===== config.mk =====
export PLATFORM = sky130hd
export DESIGN_NAME = adcso_regs
export DESIGN_NICKNAME = d
export VERILOG_FILES = /design/src/inc/adcso_pkg.sv /design/src/logic/adcso_mode_dec.sv /design/src/logic/adcso_regs.sv
export VERILOG_INCLUDE_DIRS = /design/src /design/src/inc
export SDC_FILE = /design/constraint.sdc
export NUM_CORES = 1
export LEC_CHECK = 0
export BUFFER_PORTS_ARGS = -buffer_cell sky130_fd_sc_hd__buf_2
export CAP_MARGIN = 20
export CELL_PAD_IN_SITES_DETAIL_PLACEMENT = 0
export CELL_PAD_IN_SITES_GLOBAL_PLACEMENT = 1
export CORE_MARGIN = 2
export CORE_UTILIZATION = 43
export CTS_BUF_LIST = sky130_fd_sc_hd__clkbuf_8 sky130_fd_sc_hd__clkbuf_16
export DETAILED_ROUTE_END_ITERATION = 8
export HOLD_SLACK_MARGIN = 0.08
export PLACE_DENSITY_LB_ADDON = 0.12
export REMOVE_ABC_BUFFERS = 1
export SLEW_MARGIN = 20
export SYNTH_ARGS = -nofsm -noshare
export SYNTH_HDL_FRONTEND = slang
export SYNTH_SLANG_ARGS = --single-unit

===== constraint.sdc =====
create_clock -name sys_clk_i -period 1.45 [get_ports sys_clk_i]
set_input_delay 0.0725 -clock sys_clk_i [delete_from_list [all_inputs] [get_ports sys_clk_i]]
set_output_delay 0.0725 -clock sys_clk_i [all_outputs]
set_load 0.03 [all_outputs]

===== src/inc/adcso_defs.svh =====
// constants of the serial output configuration bank
// assumes inclusion by bare name from inc/
`ifndef ADCSO_DEFS_SVH
`define ADCSO_DEFS_SVH
// register addresses (13-bit serial port address space)
`define ADCSO_ADDR_DEVICE_INDEX  13'h005
`define ADCSO_ADDR_OUT_ADJUST    13'h015
`define ADCSO_ADDR_OUT_PHASE     13'h016
`define ADCSO_ADDR_SER_CTRL      13'h021
`define ADCSO_ADDR_TRANSFER      13'h0FF
`define ADCSO_ADDR_OVERRIDE      13'h100
`define ADCSO_ADDR_USER_IO_TWO   13'h101
`define ADCSO_ADDR_USER_IO_THREE 13'h102
// reset values
`define ADCSO_RST_DEVICE_INDEX   8'h0F
`define ADCSO_RST_OUT_ADJUST     8'h00
`define ADCSO_RST_OUT_PHASE      8'h03
`define ADCSO_RST_SER_CTRL       8'h30
`define ADCSO_RST_OVERRIDE       8'h00
`define ADCSO_RST_USER_IO        8'h00
`define ADCSO_RST_PH_CODE        4'h3
// field positions
`define ADCSO_ADJ_DRIVE_BIT      0
`define ADCSO_ADJ_TERM_LSB       4
`define ADCSO_PH_OUT_LSB         0
`define ADCSO_PH_IN_LSB          4
`define ADCSO_SC_WORD12_BIT      1
`define ADCSO_SC_FRAME2X_BIT     2
`define ADCSO_SC_DDR_BIT         5
`define ADCSO_SC_ONELANE_BIT     6
`define ADCSO_XFER_BIT           0
`define ADCSO_IO2_PULLDOWN_BIT   0
`define ADCSO_IO3_VCMPD_BIT      3
`define ADCSO_DIX_CLK_LSB        4
// output phase codes 0000..1011 are legal; step is 60 degrees
`define ADCSO_PH_OUT_MAX         4'hB
`define ADCSO_PH_STEP_DEG        60
// data clock multipliers
`define ADCSO_MULT_16_DDR2       4'h4
`define ADCSO_MULT_16_OTHER      4'h8
`define ADCSO_MULT_12_DDR2       4'h3
`define ADCSO_MULT_12_OTHER      4'h6
`endif


===== src/inc/adcso_pkg.sv =====
// types of the serial output configuration bank
// assumes adcso_defs.svh for constants
package adcso_pkg;
  typedef logic [7:0]  adcso_byte_t;
  typedef logic [12:0] adcso_addr_t;
endpackage : adcso_pkg


===== src/logic/adcso_mode_dec.sv =====
// serialization mode decoder: data clock multiplier and mode flags
// assumes a stable control byte; purely combinational
`timescale 1ns/1ps
`default_nettype none
`include "adcso_defs.svh"
module adcso_mode_dec (
  // control value
  input  wire logic [7:0] ser_ctrl_i,
  // decoded mode
  output logic      [3:0] dco_mult_o,
  output logic            word12_o,
  output logic            frame2x_o,
  output logic            ddr_o,
  output logic            one_lane_o
);
  import adcso_pkg::*;
  // ==========================================================
  // decode
  always_comb begin
    word12_o   = ser_ctrl_i[`ADCSO_SC_WORD12_BIT];
    frame2x_o  = ser_ctrl_i[`ADCSO_SC_FRAME2X_BIT];
    one_lane_o = ser_ctrl_i[`ADCSO_SC_ONELANE_BIT];
    // one-lane is always ddr; two-lane follows bit 5
    ddr_o      = ser_ctrl_i[`ADCSO_SC_DDR_BIT] | one_lane_o;
    // sdr or one lane doubles the clock ratio
    if (word12_o) begin // RL13
      dco_mult_o = (ddr_o && !one_lane_o) ? `ADCSO_MULT_12_DDR2
                                          : `ADCSO_MULT_12_OTHER;
    end else begin
      dco_mult_o = (ddr_o && !one_lane_o) ? `ADCSO_MULT_16_DDR2
                                          : `ADCSO_MULT_16_OTHER;
    end
  end
endmodule : adcso_mode_dec
`default_nettype wire


===== src/logic/adcso_regs.sv =====
// serial output configuration register bank
// assumes a serial-port front end giving one-cycle write/read strobes
// assumes address and data stand with the strobe for its one cycle
// assumes the host keeps the input phase within the divider ratio
// Behaviour
// [RL1] drive bit sets clock outputs 1x or 2x
// [RL2] host selects clock channel before drive
// [RL3] termination overrides double drive
// [RL4] two-bit field picks termination resistor
// [RL5] input phase delays sample under division
// [RL6] host keeps input phase within divider
// [RL7] output clock phase code times 60
// [RL8] override waits for transfer bit
// [RL9] override caps capability, not sample rate
// [RL10] bit disconnects data pin pull-down
// [RL11] bit powers down common-mode generator
// [RL12] control value selects serialization mode
// [RL13] data clock fixed multiple of sample
// [RL14] override lets user lower power
// [RL15] other registers take effect at once
// [RL16] clock settings apply to selected channels
`timescale 1ns/1ps
`default_nettype none
`include "adcso_defs.svh"
module adcso_regs #(
  parameter int NUM_CLK_CH = 2,
  parameter int NUM_DAT_CH = 4
) (
  // clock and reset
  input  wire logic                  sys_clk_i,
  input  wire logic                  reset_n_i,
  // register port
  input  wire logic                  wr_en_i,
  input  wire logic                  rd_en_i,
  input  wire adcso_pkg::adcso_addr_t addr_i,
  input  wire adcso_pkg::adcso_byte_t wdata_i,
  output logic                  [7:0] rdata_o,
  output logic                        rvalid_o,
  // clock output channel controls
  output logic     [NUM_CLK_CH-1:0] clk_drive_2x_o,
  output logic   [2*NUM_CLK_CH-1:0] clk_term_o,
  output logic   [4*NUM_DAT_CH-1:0] out_phase_o,
  output logic                [2:0] in_phase_o,
  // serialization mode
  output logic                [7:0] ser_ctrl_o,
  output logic                [3:0] dco_mult_o,
  // applied override and pins
  output logic                [7:0] override_o,
  output logic                      pulldown_off_o,
  output logic                      vcm_pd_o
);
  import adcso_pkg::*;

  // ==========================================================
  // parameter check
  // the device index carries four data and four clock select bits,
  // so no larger count could ever be selected
  if (NUM_CLK_CH < 1 || NUM_CLK_CH > 4 || NUM_DAT_CH < 1 ||
      NUM_DAT_CH > 4) begin : g_bad_counts
    $error("channel counts must be 1 to 4");
  end

  // ==========================================================
  // state record: every flop of the bank
  typedef struct packed {
    // host settings, live as soon as written
    logic [7:0]              dev_index;
    logic [NUM_CLK_CH-1:0]   drive;
    logic [2*NUM_CLK_CH-1:0] term;
    logic [4*NUM_DAT_CH-1:0] ph_out;
    logic [2:0]              ph_in;
    logic [7:0]              ser_ctrl;
    // override pair: host writes the shadow, transfer makes it active
    logic [7:0]              ovr_shadow;
    logic [7:0]              ovr_active;
    logic                    pulldown_off;
    logic                    vcm_pd;
    // read answer
    logic [7:0]              rdata;
    logic                    rvalid;
    // derived values, held in flops so ports come straight from flops
    logic [NUM_CLK_CH-1:0]   drive2x;
    logic [3:0]              mult;
  } adcso_state_t;

  adcso_state_t s_q;
  adcso_state_t s_d;
  logic [3:0]   mult_dec;

  // ==========================================================
  // mode decode
  adcso_mode_dec u_dec (
    .ser_ctrl_i (s_q.ser_ctrl),
    .dco_mult_o (mult_dec),
    .word12_o   (),
    .frame2x_o  (),
    .ddr_o      (),
    .one_lane_o ()
  );

  // selection of clock channel c by the device index
  // clock select bits sit above the four data select bits
  function automatic logic clk_sel(input logic [7:0] idx, input int c);
    clk_sel = idx[`ADCSO_DIX_CLK_LSB + c];
  endfunction : clk_sel

  // ==========================================================
  // next state
  always_comb begin
    s_d = s_q;
    // the read answer is a one-cycle pulse
    s_d.rvalid = 1'b0;
    // writes land at once; only the override waits for a transfer
    if (wr_en_i) begin
      unique case (addr_i)
        `ADCSO_ADDR_DEVICE_INDEX: s_d.dev_index = wdata_i;
        // unselected clock channels keep their drive and termination
        `ADCSO_ADDR_OUT_ADJUST: begin
          for (int c = 0; c < NUM_CLK_CH; c++) begin
            if (clk_sel(s_q.dev_index, c)) begin // RL16 RL2
              s_d.drive[c] = wdata_i[`ADCSO_ADJ_DRIVE_BIT]; // RL1
              s_d.term[2*c +: 2] =
                wdata_i[`ADCSO_ADJ_TERM_LSB +: 2]; // RL4
            end
          end
        end
        `ADCSO_ADDR_OUT_PHASE: begin
          // the divider ratio lives outside this bank, so the input
          // phase is stored as written; its range is the host's duty
          s_d.ph_in = wdata_i[`ADCSO_PH_IN_LSB +: 3]; // RL5 RL6
          for (int d = 0; d < NUM_DAT_CH; d++) begin
            // codes above 1011 are not applied
            if (s_q.dev_index[d] &&
                wdata_i[3:0] <= `ADCSO_PH_OUT_MAX) begin // RL16
              s_d.ph_out[4*d +: 4] = wdata_i[3:0]; // RL7
            end
          end
        end
        `ADCSO_ADDR_SER_CTRL: s_d.ser_ctrl = wdata_i; // RL12 RL15
        // only the transfer copies the shadow, so a half-written
        // operating point never reaches the converter
        `ADCSO_ADDR_TRANSFER: begin
          if (wdata_i[`ADCSO_XFER_BIT]) begin
            s_d.ovr_active = s_q.ovr_shadow; // RL8 RL14
          end
        end
        `ADCSO_ADDR_OVERRIDE: s_d.ovr_shadow = wdata_i; // RL8
        `ADCSO_ADDR_USER_IO_TWO:
          s_d.pulldown_off = wdata_i[`ADCSO_IO2_PULLDOWN_BIT]; // RL10
        `ADCSO_ADDR_USER_IO_THREE:
          s_d.vcm_pd = wdata_i[`ADCSO_IO3_VCMPD_BIT]; // RL11
        default: ;
      endcase
    end
    // termination present wins over double drive
    // taken from the next state so the port moves with the write
    for (int c = 0; c < NUM_CLK_CH; c++) begin
      s_d.drive2x[c] = s_d.drive[c] &&
                       (s_d.term[2*c +: 2] == 2'h0); // RL3 RL1
    end
    // the multiplier lags the control byte by one cycle, because the
    // decoder reads the registered byte
    s_d.mult = mult_dec; // RL13
    // a read in the cycle of a write to the same address sees the old
    // value, as the answer is taken from the current state
    if (rd_en_i) begin
      s_d.rvalid = 1'b1;
      unique case (addr_i)
        `ADCSO_ADDR_DEVICE_INDEX: s_d.rdata = s_q.dev_index;
        `ADCSO_ADDR_OUT_ADJUST:
          s_d.rdata = {2'h0, s_q.term[1:0], 3'h0, s_q.drive[0]};
        `ADCSO_ADDR_OUT_PHASE:
          s_d.rdata = {1'b0, s_q.ph_in, s_q.ph_out[3:0]};
        `ADCSO_ADDR_SER_CTRL: s_d.rdata = s_q.ser_ctrl;
        `ADCSO_ADDR_OVERRIDE: s_d.rdata = s_q.ovr_shadow;
        `ADCSO_ADDR_USER_IO_TWO: s_d.rdata = {7'h00, s_q.pulldown_off};
        `ADCSO_ADDR_USER_IO_THREE:
          s_d.rdata = {4'h0, s_q.vcm_pd, 3'h0};
        default: s_d.rdata = 8'h00;
      endcase
    end
  end

  // ==========================================================
  // state register
  always_ff @(posedge sys_clk_i or negedge reset_n_i) begin
    // reset image: constants only
    if (!reset_n_i) begin
      s_q.dev_index    <= `ADCSO_RST_DEVICE_INDEX;
      s_q.drive        <= '0;
      s_q.term         <= '0;
      s_q.ph_out       <= {NUM_DAT_CH{`ADCSO_RST_PH_CODE}};
      s_q.ph_in        <= 3'h0;
      s_q.ser_ctrl     <= `ADCSO_RST_SER_CTRL;
      s_q.ovr_shadow   <= `ADCSO_RST_OVERRIDE;
      s_q.ovr_active   <= `ADCSO_RST_OVERRIDE;
      s_q.pulldown_off <= 1'b0;
      s_q.vcm_pd       <= 1'b0;
      s_q.rdata        <= 8'h00;
      s_q.rvalid       <= 1'b0;
      s_q.drive2x      <= '0;
      s_q.mult         <= `ADCSO_MULT_16_DDR2;
    end else begin
      s_q <= s_d;
    end
  end

  // ==========================================================
  // outputs straight from flops
  assign rdata_o        = s_q.rdata;
  assign rvalid_o       = s_q.rvalid;
  assign clk_drive_2x_o = s_q.drive2x;
  assign clk_term_o     = s_q.term;
  assign out_phase_o    = s_q.ph_out;
  assign in_phase_o     = s_q.ph_in;
  assign ser_ctrl_o     = s_q.ser_ctrl;
  assign dco_mult_o     = s_q.mult;
  // the override never feeds the multiplier: it caps capability only
  assign override_o     = s_q.ovr_active; // RL9
  assign pulldown_off_o = s_q.pulldown_off;
  assign vcm_pd_o       = s_q.vcm_pd;
endmodule : adcso_regs
`default_nettype wire


# After elaboration in Yosys (flattened, before gate mapping)
# Cells that the tools add are included.
[classes]
order_cmp = 1
eq_ne = 8
muxes = 22
bitwise = 1
reduce_logical = 21
[op_table]
columns = ["op", "count"]
rows = [
  ["case mux 8 bit (7 select lines)", 1],
  ["two-way mux 51 bit", 1],
  ["== test 13 x 9 -> 1 bit, second input constant", 3],
  ["two-way mux 8 bit", 4],
  ["== test 13 x 5 -> 1 bit, second input constant", 2],
  ["two-way mux 4 bit", 6],
  ["two-way mux 19 bit", 1],
  ["AND reduction 3 bit", 5],
  ["== test 13 x 3 -> 1 bit, second input constant", 1],
  ["== test 13 x 6 -> 1 bit, second input constant", 1],
  ["== test 13 x 8 -> 1 bit, second input constant", 1],
  ["AND reduction 2 bit", 6],
  ["logical AND 1 bit", 7],
  ["two-way mux 6 bit", 1],
  ["two-way mux 1 bit", 5],
  ["less-or-equal comparator 4 bit, second input constant", 1],
  ["zero test 2 bit", 2],
  ["two-way mux 2 bit", 2],
  ["two-way mux 3 bit", 1],
  ["zero test 1 bit", 1],
  ["OR 1 bit", 1],
]
[word_totals]
ff_bits = 74
inputBits = 25
out_inout_bits = 56
wordCells = 70

# Depth between registers and ports, before layout
[depth]
depth_word = 7
depth_mapped = 7
ltp_nobuf = 5

# Cells and area by module
# Synthesis repeated with hierarchy kept, for this count alone.
[unflattened]
hier_cells = 314
hier_area_um2 = 3688.5
[modules_own_cells]
columns = ["mod", "instances", "cells_per_inst", "area_per_inst_um2", "seq_area_each_um2"]
rows = [
  ["adcso_regs", 1, 304, 3611.0, 1870.5],
  ["adcso_mode_dec", 1, 10, 77.6, 0.0],
]

# Worst setup path after synthesis
# Ideal clock, no wire load.
[synth_timing]
kind = "input port to flip-flop"
startpoint = "input addr_i[9]"
endpoint = "register s_q[70] (netlist bit)"
setup_time_ns = 0.125
t_arrival_ns = 1.942
required_ns = 1.325
slack_ns = -0.617
stages = 6
path_cell_list = "or4_1 -> buf_4 -> nor4_1 -> and2_1 -> buf_2 -> mux2_2"
[synth_between]
elab_chain_cells = 2
[synth_lines]
columns = ["element", "line_no", "text"]
rows = [
  ["from (decl)", "adcso_regs.sv:35", "input wire adcso_pkg::adcso_addr_t addr_i,"],
  ["== test 13 x 3 -> 1 bit", "adcso_regs.sv:115", "unique case (addr_i)"],
  ["AND reduction 2 bit (no line)", "-", ""],
  ["to (decl)", "adcso_regs.sv:86", "adcso_state_t s_q;"],
]
# No other way between the ends.
# A chain may end at the register's enable or synchronous reset.

# Worst setup path after layout
[layout_timing]
startpoint = "input addr_i[9]"
endpoint = "register s_q (netlist bit out_phase_o[8])"
[layout_between]
elab_chain_cells = 2
[layout_lines]
columns = ["element", "line_no"]
rows = [
  ["== test 13 x 5 -> 1 bit", "adcso_regs.sv:115"],
  ["AND reduction 3 bit (no line)", "-"],
]
# No other way between the ends.

==> results.toml <==
[outcome]
outcome = "finished, violations left"
violations = "negative setup slack"

[logic_synthesis]
muxShareOfSynthArea_pct = 16.4
yosysSeqAreaShare_pct = 50.8
synth.avg_cell_area_sq_um = 11.9
synth.largest_area_cell = "dfrtp_1"
synth-seq-cells = 74
synth_top_family_by_area = "multiplexers"
synthCells = 308
synth_edf_count = 0
synth_xor_area_share_pct = 0
synth_top_area_share_pct = 40.1
async_flop_share_pct = 100
synth_commonest_cells = "59 x dfrtp_1, 54 x buf_4, 50 x mux2_2, 18 x a21oi_1"
synthAdderAreaFrac_pct = 0.680
netlist_area_sq_um = 3680
ys.warnings.count = 0
yosys.area_share.simple_pct = 10.1
yosysMostFrequentCell = "dfrtp_1"
synth.distinct_cells = 45
synth_flop_cell = "dfrtp_1"
synth-compound-area-share_pct = 8.84
synthTopCellsByArea = "dfrtp_1 40%, mux2_2 15%, buf_4 11%, dfstp_2 11%, a21oi_1 2.4%"

[sta]
fin_crit_sh_pct = 113
rsz0062_at_grt = "true"
maxSlewViolCount = 0
setup_ws_ns = -0.187
tightest_slew_ns = 0.415
slew_headroom_pct = 72.4
fin_skew_ns = 0.00851
hold_viol = 0
period_needed_ns = 1.64
finalSetupViolCount = 53
whs_ns = 0.0884
fmax_ghz = 0.611

[clocking]
cts_num_sinks = 74
cts-htree-levels = 3
clk_path_buf_depth = 2
cts_tree = "done"
clkTransAtPathRegs_ns = 0.08
clk_latency_ns = 0.34
root_buffer = "clkbuf_8"
cts_made_buffers = 9

[worst_setup_path]
worst_setup_path_end_kind = "flop"
crit_cells = 6
rr_endpoint = "rdata_o[3]"
crit_buf_inv = 1
crit_chain = "buf_6 > or4_4 > or4_4 > a211oi_4 > nand2_1 > mux2_2"
critPathKind = "input pin to flop"
cp-start-kind = "input pin"
crit_top_cell = "or4_4"
r2r_slack_ns = 0.20
worst_path_max_delay_cell = "or4_4"
rr_worst_depth = 5
r2r_start = "s_q[69]"
max_stage_delay_ns = 0.55
critical_path.max_fanout = 4
timing.critical_path.arrival_ns = 1.91
crit_family = "simple AND/OR/NAND/NOR gates"
cp.required_ns = 1.73

[power]
p_leak_nw = 2.37
switching_power_w = 0.000891
p_per_area_nw_per_um2 = 836
seqPwrFrac_pct = 53.3
pwr-share-comb_pct = 6.8
swShare_pct = 22.9
vdd_drop_max_v = 0.000439
power_frac_clock_pct = 39.9
intPower_w = 0.00299

[run]
drv_cap = 0

[placed_design]
hpwl_microns = 6220
post_dp_cell_area_sq_um = 4100
portBuffers = 80
gp_congestion = 0.822

[worst_hold_path]
min_path_cells = 2
holdCritPathClass = "input pin to flop"
min_from = "wdata_i[4]"
hold_end = "s_q[29]"

[floorplan]
chipWidth_microns = 96.5
die_area_sq_um = 9310
rows = 33
start_util_pct = 44.6
chipHeight_microns = 96.5
core_area_sq_um = 8260
num_io_pins = 81

[detailed_routing]
vias_per_cell = 5.29
ant_nets = 0
wl_per_cell_microns = 17.5
drt-initial-drc-count = 104
vias = 2649
routed_wl_microns = 8750
first_pass_iters = 4
drc = 0

[layout]
final_area_sq_um = 4650
nNetsFinal = 418
fillers = 745
diodes = 0
layout-drive-gt1-share_pct = 60.1
synthToLayoutAreaGrowth_pct = 26.3

[grt]
grt_pass1_vias = 2603
grt_first_pass_wirelength_microns = 13400
gr-total-overflow = 0
track_usage_pct = 19.5
antenna_found_initial = 0
grt_max_degree = 75
==> layer usage <==
metal	share of wire [%]	wire (microns)	vias to the layer above	GRT usage, %
li1	-	-	1209	-
met1	45	3930	1356	25.5
met2	50	4360	65	31.9
met3	3.4	296	19	3.65
met4	1.9	166	0	7.86
met5	0	0	-	0
==> what timing repair did <==
| item | CTS | global route |
|---|---|---|
| gates cloned | 0 | 0 |
| hold endpoints to repair | 85 | 0 |
| resized for setup | 47 | 10 |
| pin swaps | 24 | 9 |
| buffers inserted | 6 | 1 |
| hold buffers | 6 | 0 |
| endpoints found under the setup margin | 69 | 65 |
==> flip-flops by register name, indices dropped and copies added, names as in the netlist <==
name	flops
pulldown_off_o	1
clk_term_o	4
ser_ctrl_o	8
out_phase_o	16
rdata_o	8
in_phase_o	3
override_o	8
vcm_pd_o	1
s_q	18
dco_mult_o	4
rvalid_o	1
clk_drive_2x_o	2
==> cells in the final DEF (no fill, tap or decap), types with 2 or more instances in the layout <==
cell type / count
or3b_4: 2
a21oi_1: 17
a222oi_1: 3
nand3_1: 3
clkbuf_8: 10
nand2_4: 2
mux2_4: 6
buf_6: 17
nand2_1: 11
mux2i_1: 4
dlygate4sd3_1: 6
nor2b_1: 2
dfrtp_1: 59
a21boi_1: 3
inv_1: 14
o211a_1: 2
buf_2: 75
nand4_1: 4
dfstp_2: 15
or4_4: 3
nor4_4: 4
nand2b_1: 5
nor3_2: 3
buf_4: 35
o22ai_2: 6
clkinv_2: 2
o21ai_0: 3
ha_1: 2
nand2_2: 3
a22o_1: 3
nor2_1: 4
mux2_2: 44
==> stage by stage <==
stage          std cells  total power, W  setup WS, ns  util [%]  setup TNS, ns
2_1_floorplan        245         0.00215        -0.710         -         -32.76
3_3_place_gp         472         0.00233        -0.652      49.7         -38.56
4_1_cts              500         0.00393        -0.179      55.8          -3.86
6_report             501         0.00389        -0.187      56.3          -4.09
3_5_place_dp         472         0.00233        -0.666      49.7         -39.25
5_1_grt              501         0.00404        -0.231      56.3          -6.85
==> cell type report <==
cell class / count / area [sq um] / share of cell area, %
sequential: 74 / 1870 / 40.3
inverter: 11 / 41.3 / 0.889
clock inverter: 6 / 51.3 / 1.10
tap: 105 / 131 / 2.83
clock buffer: 10 / 138 / 2.96
timing repair buffer: 135 / 925 / 19.9
multi-input combinational: 160 / 1490 / 32.1
==> cell families (layout without fill, tap and decap cells) <==
logic type	after synthesis	count (layout)
flip-flops	74	74
buffers and inverters	74	162
AND/OR/NAND/NOR	57	57
multiplexers	54	54
AO/OA/AOI/OAI	47	47
adder cells (fa/ha/maj)	2	2
==> power by group through the flow <==
stage	registers (W)	clock network, W	logic, W
detailed placement	0.00211	0	0.000219
finish	0.00207	0.00155	0.000263
CTS	0.00207	0.00160	0.000256
global placement	0.00211	0	0.000218
floorplan	0.00212	0	0.0000349
global route	0.00207	0.00168	0.000286
==> worst max-delay path by stage <==
stage,startpoint,endpoint,slack (ns)
finish,addr_i[9],out_phase_o[8],-0.19
global route,addr_i[9],out_phase_o[0],-0.23
CTS,addr_i[9],out_phase_o[8],-0.18
detailed placement,addr_i[9],out_phase_o[8],-0.67
global placement,addr_i[9],out_phase_o[4],-0.65
floorplan,addr_i[9],s_q[70],-0.71
Note: power is estimated with default switching activity, not from simulation.
